$ cat config.mk
export PLATFORM = sky130hd
export DESIGN_NAME = meter_config_ram_bank
export DESIGN_NICKNAME = d
export VERILOG_FILES = /design/src/common/cfg_ram_pkg.sv /design/src/logic/meter_config_ram_bank.sv
export SDC_FILE = /design/constraint.sdc
export NUM_CORES = 1
export LEC_CHECK = 0
export BUFFER_PORTS_ARGS = -buffer_cell sky130_fd_sc_hd__buf_2
export CORE_MARGIN = 2
export CORE_UTILIZATION = 45
export CTS_BUF_LIST = sky130_fd_sc_hd__clkbuf_2
export DETAILED_ROUTE_END_ITERATION = 12
export PLACE_DENSITY = 0.77
export SLEW_MARGIN = 40
export SYNTH_ARGS = -nofsm -noshare
export SYNTH_HDL_FRONTEND = slang
export SYNTH_SLANG_ARGS = --single-unit
$ cat constraint.sdc
create_clock -name I_CLK_SYS -period 2.2 [get_ports I_CLK_SYS]
set_clock_uncertainty 0.2 [all_clocks]
set_input_delay 0.22 -clock I_CLK_SYS [delete_from_list [all_inputs] [get_ports I_CLK_SYS]]
set_output_delay 0.22 -clock I_CLK_SYS [all_outputs]
set_load 0.005 [all_outputs]
$ cat src/common/cfg_ram_pkg.sv
package cfg_ram_pkg;

    // Address spaces and offsets
    localparam logic [15:0] ADDR_PORT0_DIRECTION = 16'h00a2;
    localparam logic [15:0] ADDR_COMPUTE_ENGINE_CONTROL = 16'h2000;
    localparam logic [15:0] ADDR_REFERENCE_CHOP_CONTROL = 16'h2002;
    localparam logic [15:0] ADDR_RESERVED_CONFIG_THREE = 16'h2003;
    localparam logic [15:0] ADDR_CLOCK_OUTPUT_CONTROL = 16'h2004;
    localparam logic [15:0] ADDR_CONVERTER_POWER_CONTROL = 16'h2005;
    localparam logic [15:0] ADDR_PIN_INPUT_ROUTE_A = 16'h200b;
    localparam logic [15:0] ADDR_PIN_INPUT_ROUTE_B = 16'h200c;
    localparam logic [15:0] ADDR_PIN_INPUT_ROUTE_C = 16'h200d;
    localparam logic [15:0] ADDR_PIN_INPUT_ROUTE_D = 16'h200e;
    localparam logic [3:0] XDATA_REGION = 4'h2;

    // Field positions
    localparam int CE_ENABLE_BIT = 4;
    localparam int CHOP_LSB = 4;
    localparam int CLOCK_OUTPUT_DISABLE_BIT = 4;
    localparam int CONVERTER_DISABLE_BIT = 3;
    localparam int ROUTE_LO_LSB = 0;
    localparam int ROUTE_HI_LSB = 4;

    // Write masks and fixed read bits
    localparam logic [7:0] MASK_FULL = 8'hff;
    localparam logic [7:0] MASK_RESERVED_THREE = 8'h18;
    localparam logic [7:0] MASK_ROUTE = 8'h77;
    localparam logic [7:0] MASK_DIRECTION = 8'hf0;
    localparam logic [7:0] DIRECTION_FIXED_ONES = 8'h0f;

    // Reset values
    localparam logic [7:0] RESET_VALUE = 8'h00;

    localparam int NUM_ROUTE_PINS = 8;
    localparam int NUM_ROUTE_REGS = 4;

    // Pin route codes
    localparam logic [2:0] ROUTE_NONE = 3'h0;
    localparam logic [2:0] ROUTE_RESERVED = 3'h1;
    localparam logic [2:0] ROUTE_COUNTER_ZERO_CLOCK = 3'h2;
    localparam logic [2:0] ROUTE_COUNTER_ONE_CLOCK = 3'h3;
    localparam logic [2:0] ROUTE_HIGH_RISING = 3'h4;
    localparam logic [2:0] ROUTE_LOW_RISING = 3'h5;
    localparam logic [2:0] ROUTE_HIGH_FALLING = 3'h6;
    localparam logic [2:0] ROUTE_LOW_FALLING = 3'h7;

    // Processor access request
    typedef struct packed {
        logic sfr_space;
        logic write;
        logic read;
        logic [15:0] addr;
        logic [7:0] wdata;
    } cfg_req_type;

    // Resources fed by the routed pins
    typedef struct packed {
        logic counter_zero_clock;
        logic counter_one_clock;
        logic high_priority_pin_interrupt;
        logic low_priority_pin_interrupt;
    } route_out_type;

endpackage

$ cat src/logic/meter_config_ram_bank.sv
`timescale 1ns/10ps
`default_nettype none

module meter_config_ram_bank (
    // Clock and reset
    input wire logic I_CLK_SYS,
    input wire logic I_RSTN,
    // Processor access
    input wire cfg_ram_pkg::cfg_req_type I_REQ,
    output var logic [7:0] O_RDATA,
    output var logic O_RVALID,
    // Digital input pins 4 to 11
    input wire logic [7:0] I_PIN,
    // Converter and compute engine
    output var logic O_CONVERTER_DISABLE,
    output var logic O_CONVERTER_BIAS_OFF,
    output var logic O_CE_RUN,
    output var logic O_CHOP_ENABLE,
    // Clock test pin
    output var logic O_CLOCK_TEST_PIN,
    output var logic O_CLOCK_TEST_PIN_OE_N,
    // Port 0 direction
    output var logic [3:0] O_PORT0_DIRECTION_BITS,
    // Routed resources
    output var cfg_ram_pkg::route_out_type O_ROUTE
);
    import cfg_ram_pkg::*;

    // Register storage
    logic [7:0] ce_ctrl_q;
    logic [7:0] chop_ctrl_q;
    logic [7:0] resv3_q;
    logic [7:0] ckout_ctrl_q;
    logic [7:0] conv_ctrl_q;
    logic [7:0] dir0_q;
    logic [7:0] route_q [NUM_ROUTE_REGS];

    // Address decode
    wire xd_access = !I_REQ.sfr_space && (I_REQ.addr[15:12] == XDATA_REGION);
    wire sel_dir0 = I_REQ.sfr_space && (I_REQ.addr == ADDR_PORT0_DIRECTION);
    wire sel_ce = xd_access && (I_REQ.addr == ADDR_COMPUTE_ENGINE_CONTROL);
    wire sel_chop = xd_access && (I_REQ.addr == ADDR_REFERENCE_CHOP_CONTROL);
    wire sel_resv3 = xd_access && (I_REQ.addr == ADDR_RESERVED_CONFIG_THREE);
    wire sel_ckout = xd_access && (I_REQ.addr == ADDR_CLOCK_OUTPUT_CONTROL);
    wire sel_conv = xd_access && (I_REQ.addr == ADDR_CONVERTER_POWER_CONTROL);
    wire [NUM_ROUTE_REGS-1:0] sel_route;
    assign sel_route[0] = xd_access && (I_REQ.addr == ADDR_PIN_INPUT_ROUTE_A);
    assign sel_route[1] = xd_access && (I_REQ.addr == ADDR_PIN_INPUT_ROUTE_B);
    assign sel_route[2] = xd_access && (I_REQ.addr == ADDR_PIN_INPUT_ROUTE_C);
    assign sel_route[3] = xd_access && (I_REQ.addr == ADDR_PIN_INPUT_ROUTE_D);

    // Masked write data, read-only bits keep their old value
    function automatic logic [7:0] merge(input logic [7:0] old,
                                         input logic [7:0] wd,
                                         input logic [7:0] mask);
        merge = (wd & mask) | (old & ~mask);
    endfunction

    wire [7:0] ce_ctrl_d = merge(ce_ctrl_q, I_REQ.wdata, MASK_FULL);
    wire [7:0] chop_ctrl_d = merge(chop_ctrl_q, I_REQ.wdata, MASK_FULL);
    wire [7:0] resv3_d =
        merge(resv3_q, I_REQ.wdata, MASK_RESERVED_THREE);
    wire [7:0] ckout_ctrl_d = merge(ckout_ctrl_q, I_REQ.wdata, MASK_FULL);
    wire [7:0] conv_ctrl_d = merge(conv_ctrl_q, I_REQ.wdata, MASK_FULL);
    wire [7:0] dir0_d = merge(dir0_q, I_REQ.wdata, MASK_DIRECTION);

    // Write strobes, unmapped addresses hit nothing
    wire we_ce = I_REQ.write && sel_ce;
    wire we_chop = I_REQ.write && sel_chop;
    wire we_resv3 = I_REQ.write && sel_resv3;
    wire we_ckout = I_REQ.write && sel_ckout;
    wire we_conv = I_REQ.write && sel_conv;
    wire we_dir0 = I_REQ.write && sel_dir0;
    wire [NUM_ROUTE_REGS-1:0] we_route;
    assign we_route[0] = I_REQ.write && sel_route[0];
    assign we_route[1] = I_REQ.write && sel_route[1];
    assign we_route[2] = I_REQ.write && sel_route[2];
    assign we_route[3] = I_REQ.write && sel_route[3];

    // Register writes
    always_ff @(posedge I_CLK_SYS) begin
        if (!I_RSTN) begin
            ce_ctrl_q <= RESET_VALUE;
        end else if (we_ce) begin
            ce_ctrl_q <= ce_ctrl_d;
        end
    end

    always_ff @(posedge I_CLK_SYS) begin
        if (!I_RSTN) begin
            chop_ctrl_q <= RESET_VALUE;
        end else if (we_chop) begin
            chop_ctrl_q <= chop_ctrl_d;
        end
    end

    // Only the must-be-zero bits are storable
    always_ff @(posedge I_CLK_SYS) begin
        if (!I_RSTN) begin
            resv3_q <= RESET_VALUE;
        end else if (we_resv3) begin
            resv3_q <= resv3_d;
        end
    end

    always_ff @(posedge I_CLK_SYS) begin
        if (!I_RSTN) begin
            ckout_ctrl_q <= RESET_VALUE;
        end else if (we_ckout) begin
            ckout_ctrl_q <= ckout_ctrl_d;
        end
    end

    always_ff @(posedge I_CLK_SYS) begin
        if (!I_RSTN) begin
            conv_ctrl_q <= RESET_VALUE;
        end else if (we_conv) begin
            conv_ctrl_q <= conv_ctrl_d;
        end
    end

    // Low nibble of the direction byte reads as ones
    always_ff @(posedge I_CLK_SYS) begin
        if (!I_RSTN) begin
            dir0_q <= RESET_VALUE;
        end else if (we_dir0) begin
            dir0_q <= dir0_d;
        end
    end

    // Route registers, one per pin pair
    genvar r;
    generate
        for (r = 0; r < NUM_ROUTE_REGS; r++) begin : g_route_reg
            always_ff @(posedge I_CLK_SYS) begin
                if (!I_RSTN) begin
                    route_q[r] <= RESET_VALUE;
                end else if (we_route[r]) begin
                    route_q[r] <= merge(route_q[r], I_REQ.wdata,
                                        MASK_ROUTE);
                end
            end
        end
    endgenerate

    // Read mux, unmapped addresses read zero
    wire [7:0] rd_dir0 = {8{sel_dir0}} & (dir0_q | DIRECTION_FIXED_ONES);
    wire [7:0] rd_ce = {8{sel_ce}} & ce_ctrl_q;
    wire [7:0] rd_chop = {8{sel_chop}} & chop_ctrl_q;
    wire [7:0] rd_resv3 = {8{sel_resv3}} & resv3_q;
    wire [7:0] rd_ckout = {8{sel_ckout}} & ckout_ctrl_q;
    wire [7:0] rd_conv = {8{sel_conv}} & conv_ctrl_q;
    wire [7:0] rd_route_a = {8{sel_route[0]}} & route_q[0];
    wire [7:0] rd_route_b = {8{sel_route[1]}} & route_q[1];
    wire [7:0] rd_route_c = {8{sel_route[2]}} & route_q[2];
    wire [7:0] rd_route_d = {8{sel_route[3]}} & route_q[3];
    wire [7:0] rd_mux = rd_dir0 | rd_ce | rd_chop | rd_resv3 | rd_ckout |
        rd_conv | rd_route_a | rd_route_b | rd_route_c | rd_route_d;

    // Read in a write cycle returns the old value
    always_ff @(posedge I_CLK_SYS) begin
        if (!I_RSTN) begin
            O_RDATA <= 8'h00;
            O_RVALID <= 1'b0;
        end else begin
            O_RVALID <= I_REQ.read;
            if (I_REQ.read) O_RDATA <= rd_mux;
        end
    end

    // Control decode
    wire [1:0] chop_code = chop_ctrl_q[CHOP_LSB+1:CHOP_LSB];
    wire chop_on = (chop_code[1] == chop_code[0]);
    wire conv_off = conv_ctrl_q[CONVERTER_DISABLE_BIT];
    wire ce_on = ce_ctrl_q[CE_ENABLE_BIT];
    wire ck_dis = ckout_ctrl_q[CLOCK_OUTPUT_DISABLE_BIT];
    wire ck_next = ck_dis ? 1'b0 : !O_CLOCK_TEST_PIN;

    always_ff @(posedge I_CLK_SYS) begin
        if (!I_RSTN) begin
            O_CONVERTER_DISABLE <= 1'b0;
            O_CONVERTER_BIAS_OFF <= 1'b0;
        end else begin
            O_CONVERTER_DISABLE <= conv_off;
            O_CONVERTER_BIAS_OFF <= conv_off;
        end
    end

    always_ff @(posedge I_CLK_SYS) begin
        if (!I_RSTN) begin
            O_CE_RUN <= 1'b0;
        end else begin
            O_CE_RUN <= ce_on;
        end
    end

    // Chop runs after reset, code 00 means on
    always_ff @(posedge I_CLK_SYS) begin
        if (!I_RSTN) begin
            O_CHOP_ENABLE <= 1'b1;
        end else begin
            O_CHOP_ENABLE <= chop_on;
        end
    end

    // Test clock is the system clock halved
    always_ff @(posedge I_CLK_SYS) begin
        if (!I_RSTN) begin
            O_CLOCK_TEST_PIN <= 1'b0;
            O_CLOCK_TEST_PIN_OE_N <= 1'b0;
        end else begin
            O_CLOCK_TEST_PIN <= ck_next;
            O_CLOCK_TEST_PIN_OE_N <= ck_dis;
        end
    end

    always_ff @(posedge I_CLK_SYS) begin
        if (!I_RSTN) begin
            O_PORT0_DIRECTION_BITS <= 4'h0;
        end else begin
            O_PORT0_DIRECTION_BITS <= dir0_q[7:4];
        end
    end

    // Pin synchronisers and per-pin resource hits
    logic [NUM_ROUTE_PINS-1:0] pin_meta_q;
    logic [NUM_ROUTE_PINS-1:0] pin_sync_q;
    logic [NUM_ROUTE_PINS-1:0] pin_prev_q;
    logic [NUM_ROUTE_PINS-1:0] hit_count0;
    logic [NUM_ROUTE_PINS-1:0] hit_count1;
    logic [NUM_ROUTE_PINS-1:0] hit_hi;
    logic [NUM_ROUTE_PINS-1:0] hit_lo;

    genvar p;
    generate
        for (p = 0; p < NUM_ROUTE_PINS; p++) begin : g_pin
            // Low field for even pins, high field for odd
            wire [2:0] code = (p % 2 == 0) ?
                route_q[p/2][ROUTE_LO_LSB+2:ROUTE_LO_LSB] :
                route_q[p/2][ROUTE_HI_LSB+2:ROUTE_HI_LSB];
            // Edges against the previous synced sample
            wire rise = pin_sync_q[p] && !pin_prev_q[p];
            wire fall = !pin_sync_q[p] && pin_prev_q[p];

            always_ff @(posedge I_CLK_SYS) begin
                if (!I_RSTN) begin
                    pin_meta_q[p] <= 1'b0;
                    pin_sync_q[p] <= 1'b0;
                    pin_prev_q[p] <= 1'b0;
                end else begin
                    pin_meta_q[p] <= I_PIN[p];
                    pin_sync_q[p] <= pin_meta_q[p];
                    pin_prev_q[p] <= pin_sync_q[p];
                end
            end

            // One-hot view of the field, none and reserved feed nothing
            wire to_count0 = (code == ROUTE_COUNTER_ZERO_CLOCK);
            wire to_count1 = (code == ROUTE_COUNTER_ONE_CLOCK);
            wire to_hi_rise = (code == ROUTE_HIGH_RISING);
            wire to_lo_rise = (code == ROUTE_LOW_RISING);
            wire to_hi_fall = (code == ROUTE_HIGH_FALLING);
            wire to_lo_fall = (code == ROUTE_LOW_FALLING);

            // Each field selects at most one resource, codes none and reserved select none
            assign hit_count0[p] = pin_sync_q[p] && to_count0;
            assign hit_count1[p] = pin_sync_q[p] && to_count1;
            assign hit_hi[p] = (rise && to_hi_rise) ||
                (fall && to_hi_fall);
            assign hit_lo[p] = (rise && to_lo_rise) ||
                (fall && to_lo_fall);
        end
    endgenerate

    // Shared resources take the OR of every routed pin
    route_out_type route_d;
    assign route_d = '{
        counter_zero_clock: |hit_count0,
        counter_one_clock: |hit_count1,
        high_priority_pin_interrupt: |hit_hi,
        low_priority_pin_interrupt: |hit_lo
    };

    always_ff @(posedge I_CLK_SYS) begin
        if (!I_RSTN) begin
            O_ROUTE <= '0;
        end else begin
            O_ROUTE <= route_d;
        end
    end

endmodule // meter_config_ram_bank

`default_nettype wire

==> flow_metrics.tcl, run 1 <==
set metrics [dict create \
    dieArea_um2 11600 \
    pre_cts_ws_ps -42.2 \
    synth_ff_type "dfxtp_1" \
    intPower_mw 2.49 \
    antenna_found_initial 1 \
    clock_power_share_pct 27.8 \
    critPathRequiredTime_ps 2540 \
    synth_top_area_share_pct 34.7 \
    seq_area_frac_synth_pct 49.5 \
    grt_max_degree 41 \
    synth_edf_count 24 \
    ys_top_cells_by_area "dfxtp_1, edfxtp_1, mux2i_1, and2_1, nor2b_1" \
    fin_nets 626 \
    initial_utilization_pct 46.5 \
    hold_violations 0 \
    clkSinkCount 108 \
    cts_root_buf "clkbuf_2" \
    critical_path.top_delay_family "buffers and inverters" \
    p_sw_share_pct 25.9 \
    seqPwrFrac_pct 63.4 \
    path_buf_inv 5 \
    yosysTopAreaCell "dfxtp_1" \
    grt_util_all_layers_pct 23.4 \
    grt_overflow 0 \
    ant_nets 0 \
    cellPowerDensity_nw_per_um2 573 \
    crit_chain "dlygate4sd3_1, buf_2, nand2b_1, buf_4, nor3_1, buf_4, nand3_1, dlygate4sd3_1, a21boi_0" \
    drc_errors 0 \
    clock_path_buffers 2 \
    drtIter0Drc 328 \
    synth_warnings 0 \
    clk_pin_slew_worst_paths_ps 270 \
    drv_cap 0 \
    multi_input_area_um2 2320 \
    period_share_pct 95.0 \
    worstSetupStartpointType "input port" \
    drv_slew 0 \
    regArea_um2 2400 \
    cts_tree "done" \
    dieHeight_um 108 \
    pin_count 60 \
    placed_cell_area_um2 5500 \
    critPathKind "in2reg" \
    cts_buffers 9 \
    relSlewSlack_pct 71.5 \
    worst_pin_slew_ps 417 \
    die_w_um 108 \
    combinationalPowerShare_pct 8.8 \
    hpwl_mm 9.24 \
    drive_gt1_share_pct 20.5 \
    syn-cell-area_um2 4850 \
    fmax_ghz 0.478 \
    synth_cells 483 \
    io_buffers 59 \
    irDropWorstVdd_mv 0.244 \
    worst_path_largest_cell_delay_ps 560 \
    htree_num_levels 3 \
    post_cts_buffers 0 \
    postCtsResizedCells 0 \
    async_flop_share_pct 0 \
    crit_slowest_cell "dlygate4sd3_1" \
    clk_latency_ps 600 \
    cp-end-kind "flop" \
    grt_pass1_wl_mm 20.8 \
    fin_area_um2 5860 \
    vias 4117 \
    cp.arrival_ps 2430 \
    grt_pass1_vias 4013 \
    area_delta_synth_final_pct 20.9 \
    vias_per_cell 5.63 \
    synth_cell_types 54 \
    wl_mm 12.9 \
    layout_setup_ws_ps 109 \
    row_count 37 \
    period_minus_slack_ps 2090 \
    ys_ff_latch 108 \
    fillerInstances 924 \
    core_region_area_um2 10400 \
    outcome "complete, no violations" \
    post_drt_wl_per_cell_um 17.7 \
    leakagePower_nw 2.15 \
    rsz0062_at_grt "no" \
    power.switching_mw 0.870 \
    path_max_fanout 11 \
    dr.pass1.iters 5 \
    syn_nets 520 \
    gp_congestion 0.984 \
    setup_viol 0 \
    hold_class "in2reg" \
    avgSynthCellArea_um2 10.0 \
]
worst reg2reg max path, delay by kind of cell, from the launching register on:
| kind | cells | cell delay, ps |
|---|---|---|
| DFF | 1 | 510 |
| AOI/OAI and AO/OA | 2 | 440 |
| and+or+nand+nor | 3 | 700 |
worst paths after layout:
kind                    start          endpoint  slack (ps)  depth (start not counted)
max                  I_REQ[9]    chop_ctrl_q[7]         110                          9
min                  I_REQ[8]         dir0_q[6]          20                          6
max reg2reg    route_q[1][13]        O_ROUTE[1]         300                          5
min reg2reg  O_CLOCK_TEST_PIN  O_CLOCK_TEST_PIN         240                          1
layout make-up:
class	instances	share of cell area, %
multi-input cells	345	39.6
flip-flops and latches	108	41.0
clock buffers	10	0.854
inverters	6	0.384
repair buffers	119	14.2
diodes	1	0.0427
well taps	136	2.90
clock inverters	6	1.05
through the flow:
step           util [%]  power, mW  setup TNS, ps  hold slack, ps  instances
2_1_floorplan         -       2.28              0             147        483
3_3_place_gp       52.8       2.42              0             202        689
3_5_place_dp       52.8       2.43           -140             207        689
4_1_cts            56.4       3.37              0            10.3        731
5_1_grt            56.3       3.49              0            16.0        731
6_report           56.3       3.36              0            17.5        731
cells by family after synthesis:
kind of cell,share of synthesized area (%)
AOI/OAI and AO/OA,12.4
DFF,49.5
buffers and inverters,2.58
xor gates and xnor gates,0.181
muxes,7.64
and+or+nand+nor,27.6
synth_stat cells (4+ instances only):
| master | instances |
|---|---|
| clkbuf_1 | 20 |
| nor3_1 | 12 |
| o32ai_1 | 4 |
| a221oi_1 | 7 |
| nand3_1 | 23 |
| inv_1 | 6 |
| o22ai_1 | 6 |
| mux2i_1 | 37 |
| a22oi_1 | 6 |
| and2_1 | 58 |
| nand3b_1 | 5 |
| a21oi_1 | 12 |
| a21boi_0 | 10 |
| nand2_1 | 31 |
| nor3b_1 | 9 |
| o21ai_0 | 21 |
| nor2_1 | 11 |
| dfxtp_1 | 84 |
| nand4_1 | 4 |
| and3b_1 | 8 |
| nor2b_1 | 34 |
| edfxtp_1 | 24 |
timing repair:
| item | 4_1_cts | 5_1_grt |
|---|---|---|
| setup endpoints to repair | 0 | 1 |
| endpoints found under the hold margin | 80 | 0 |
| hold buffers | 26 | 0 |
per-layer routing:
metal	up-vias	global-route usage, %	part of all wire (%)
li1	1958	-	-
met1	1962	30.7	44
met2	171	37.2	47
met3	26	5.63	6.8
met4	0	8.97	2.5
met5	-	0	0
cells in the final DEF, fill, tap and decap left out, types with 3 or more instances in the layout:
| cell type | count |
|---|---|
| nor3b_1 | 9 |
| o21ai_0 | 21 |
| and2_1 | 58 |
| a221oi_1 | 7 |
| buf_4 | 33 |
| nor3_1 | 12 |
| and3b_1 | 8 |
| a31oi_1 | 3 |
| a22oi_1 | 6 |
| dlygate4sd3_1 | 25 |
| a21boi_0 | 10 |
| mux2i_1 | 37 |
| o32ai_1 | 4 |
| nand4_1 | 4 |
| inv_1 | 6 |
| or2_2 | 3 |
| nor2b_1 | 34 |
| nand3b_1 | 5 |
| dfxtp_1 | 84 |
| edfxtp_1 | 24 |
| or4_1 | 3 |
| buf_2 | 59 |
| nand3_1 | 23 |
| o211ai_1 | 3 |
| nand2_1 | 31 |
| clkbuf_2 | 10 |
| o22ai_1 | 6 |
| a21oi_1 | 12 |
| nor2_1 | 11 |
power by group through the flow:
stage | clock, mW | sequential, mW | combinational [mW]
finish | 0.934 | 2.13 | 0.297
global route | 1.02 | 2.14 | 0.323
CTS | 0.944 | 2.13 | 0.293
detailed placement | 0 | 2.17 | 0.263
global placement | 0 | 2.16 | 0.258
floorplan | 0 | 2.15 | 0.135
state kept, by name, summed over array words and instances, names as in the netlist, 8 cells and up:
register	flops
O_RDATA	8
ce_ctrl_q	8
chop_ctrl_q	8
ckout_ctrl_q	8
conv_ctrl_q	8
pin_meta_q	8
pin_prev_q	8
pin_sync_q	8
route_q	24
(Power assumes the default switching activity.)
==> run 2: changes to the inputs <==
Settings changed: PLACE_DENSITY 0.77 to 0.67.
==> run 2 against run 1 <==
Sequential cell count stayed put. Clock-buffer cell count unchanged. Cell count down 0.27%. Die area unchanged. Combinational power decreased by 3%. Largest power group unchanged. Highest routed layer unchanged.
==> flow_metrics.tcl, run 2 (synthesis results as in run 1) <==
set metrics [dict create \
    critPathRequiredTime_ps 2550 \
    grt_overflow 0 \
    leakagePower_nw 2.16 \
    grt_util_all_layers_pct 23.6 \
    dr.pass1.iters 5 \
    cts_root_buf "clkbuf_2" \
    io_buffers 59 \
    hold_class "in2reg" \
    dieArea_um2 11600 \
    htree_num_levels 3 \
    row_count 37 \
    clk_pin_slew_worst_paths_ps 290 \
    clkSinkCount 108 \
    fin_nets 625 \
    cp-end-kind "flop" \
    dieHeight_um 108 \
    rsz0062_at_grt "no" \
    ant_nets 0 \
    grt_pass1_wl_mm 20.8 \
    final_util_pct 56.2 \
    startpoint "I_REQ[15]" \
    regMostFlops "route_q" \
    vias 4033 \
    stdcell_count 729 \
    pin_count 60 \
    cts_tree "done" \
    worst_pin_slew_ps 485 \
    clk_latency_ps 590 \
    grt_max_degree 38 \
    initial_utilization_pct 46.5 \
    area_delta_synth_final_pct 20.7 \
    critPathKind "in2reg" \
    period_minus_slack_ps 2010 \
    hold_violations 0 \
    path_max_fanout 11 \
    grt_pass1_vias 3908 \
    largest_reg_flops 24 \
    hp-start "I_REQ[21]" \
    cts_buffers 9 \
    cellPowerDensity_nw_per_um2 591 \
    hpwl_mm 9.45 \
    cp.arrival_ps 2360 \
    period_share_pct 91.4 \
    drv_cap 0 \
    setup_viol 0 \
    antenna_found_initial 0 \
    vias_per_cell 5.53 \
    drtIter0Drc 381 \
    drv_slew 0 \
    dp.cells 689 \
    final_cell_mix "dfxtp_1, buf_2, and2_1, mux2i_1, buf_4" \
    drc_errors 0 \
    post_drt_wl_per_cell_um 17.8 \
    gp_congestion 0.924 \
    drive_gt1_share_pct 20.7 \
    layout_commonest_cell "dfxtp_1" \
    antennaDiodeCount 0 \
    fmax_ghz 0.498 \
    outcome "complete, no violations" \
    die_w_um 108 \
    worstSetupStartpointType "input port" \
    postCtsResizedCells 0 \
    wl_mm 13.0 \
    rr_startpoint "ce_ctrl_q[2]" \
    core_region_area_um2 10400 \
    irDropWorstVdd_mv 0.308 \
    clock_path_buffers 2 \
    relSlewSlack_pct 67.2 \
]
-- run 2: cell types whose count changed in the layout (fill, tap and decap cells not counted), sizes merged --
cell         previous run  this run
bufinv                  1         2
diode                   1         0
clkinv                  2         1
dlygate4sd3            25        24
-- run 2: timing repair --
action | 4_1_cts | 5_1_grt
endpoints found under the setup margin | 0 | 1
buffers inserted | 0 | 0
hold buffers | 25 | 0
endpoints found under the hold margin | 79 | 0
-- run 2: worst max-delay path, cell delays in order --
cell and delay [ps]:
buf_2 120, nor4_4 430, nand2_1 210, buf_4 190, nor3_1 130, buf_4 210, nand3_1 90, dlygate4sd3_1 550
a21boi_0 200
-- run 2: routing by layer --
metal	vias up	share of wire, %	global-route usage (%)
li1	1956	-	-
met1	1918	47	33.2
met2	130	45	36.3
met3	29	5.5	3.33
met4	0	2.6	9.89
met5	-	0	0
-- run 2: path summary, 6_finish.rpt --
path | end | slack (ps) | cells after the start
worst max-delay path | chop_ctrl_q[3] | 190 | 9
worst min-delay path | O_RDATA[6] | 30 | 6
worst max register to register | O_RDATA[2] | 220 | 6
worst min register to register | O_CLOCK_TEST_PIN | 240 | 1
-- run 2: per-stage QoR --
step	power [mW]	cell area (um^2)	setup slack, ps	setup TNS (ps)	hold WS (ps)
5_1_grt	3.61	5850	34.9	0	36.6
4_1_cts	3.49	5860	102	0	2.80
3_3_place_gp	2.42	5470	1.00	0	203
2_1_floorplan	2.28	4850	63.6	0	147
6_report	3.46	5850	190	0	30.6
3_5_place_dp	2.43	5470	-37.5	-184	209
-- run 2: layout make-up --
| class | count | area, um^2 |
|---|---|---|
| Tap cell | 136 | 170 |
| Fill cell | 944 | 4570 |
| Multi-Input combinational cell | 345 | 2320 |
| Inverter | 6 | 22.5 |
| Sequential cell | 108 | 2400 |
| Timing Repair Buffer | 118 | 798 |
| Clock inverter | 6 | 86.3 |
| Clock buffer | 10 | 50.0 |
-- run 2: power by group --
group	switching, mW	internal [mW]
Combinational	0.155	0.134
Sequential	0.0469	2.08
Clock	0.655	0.386
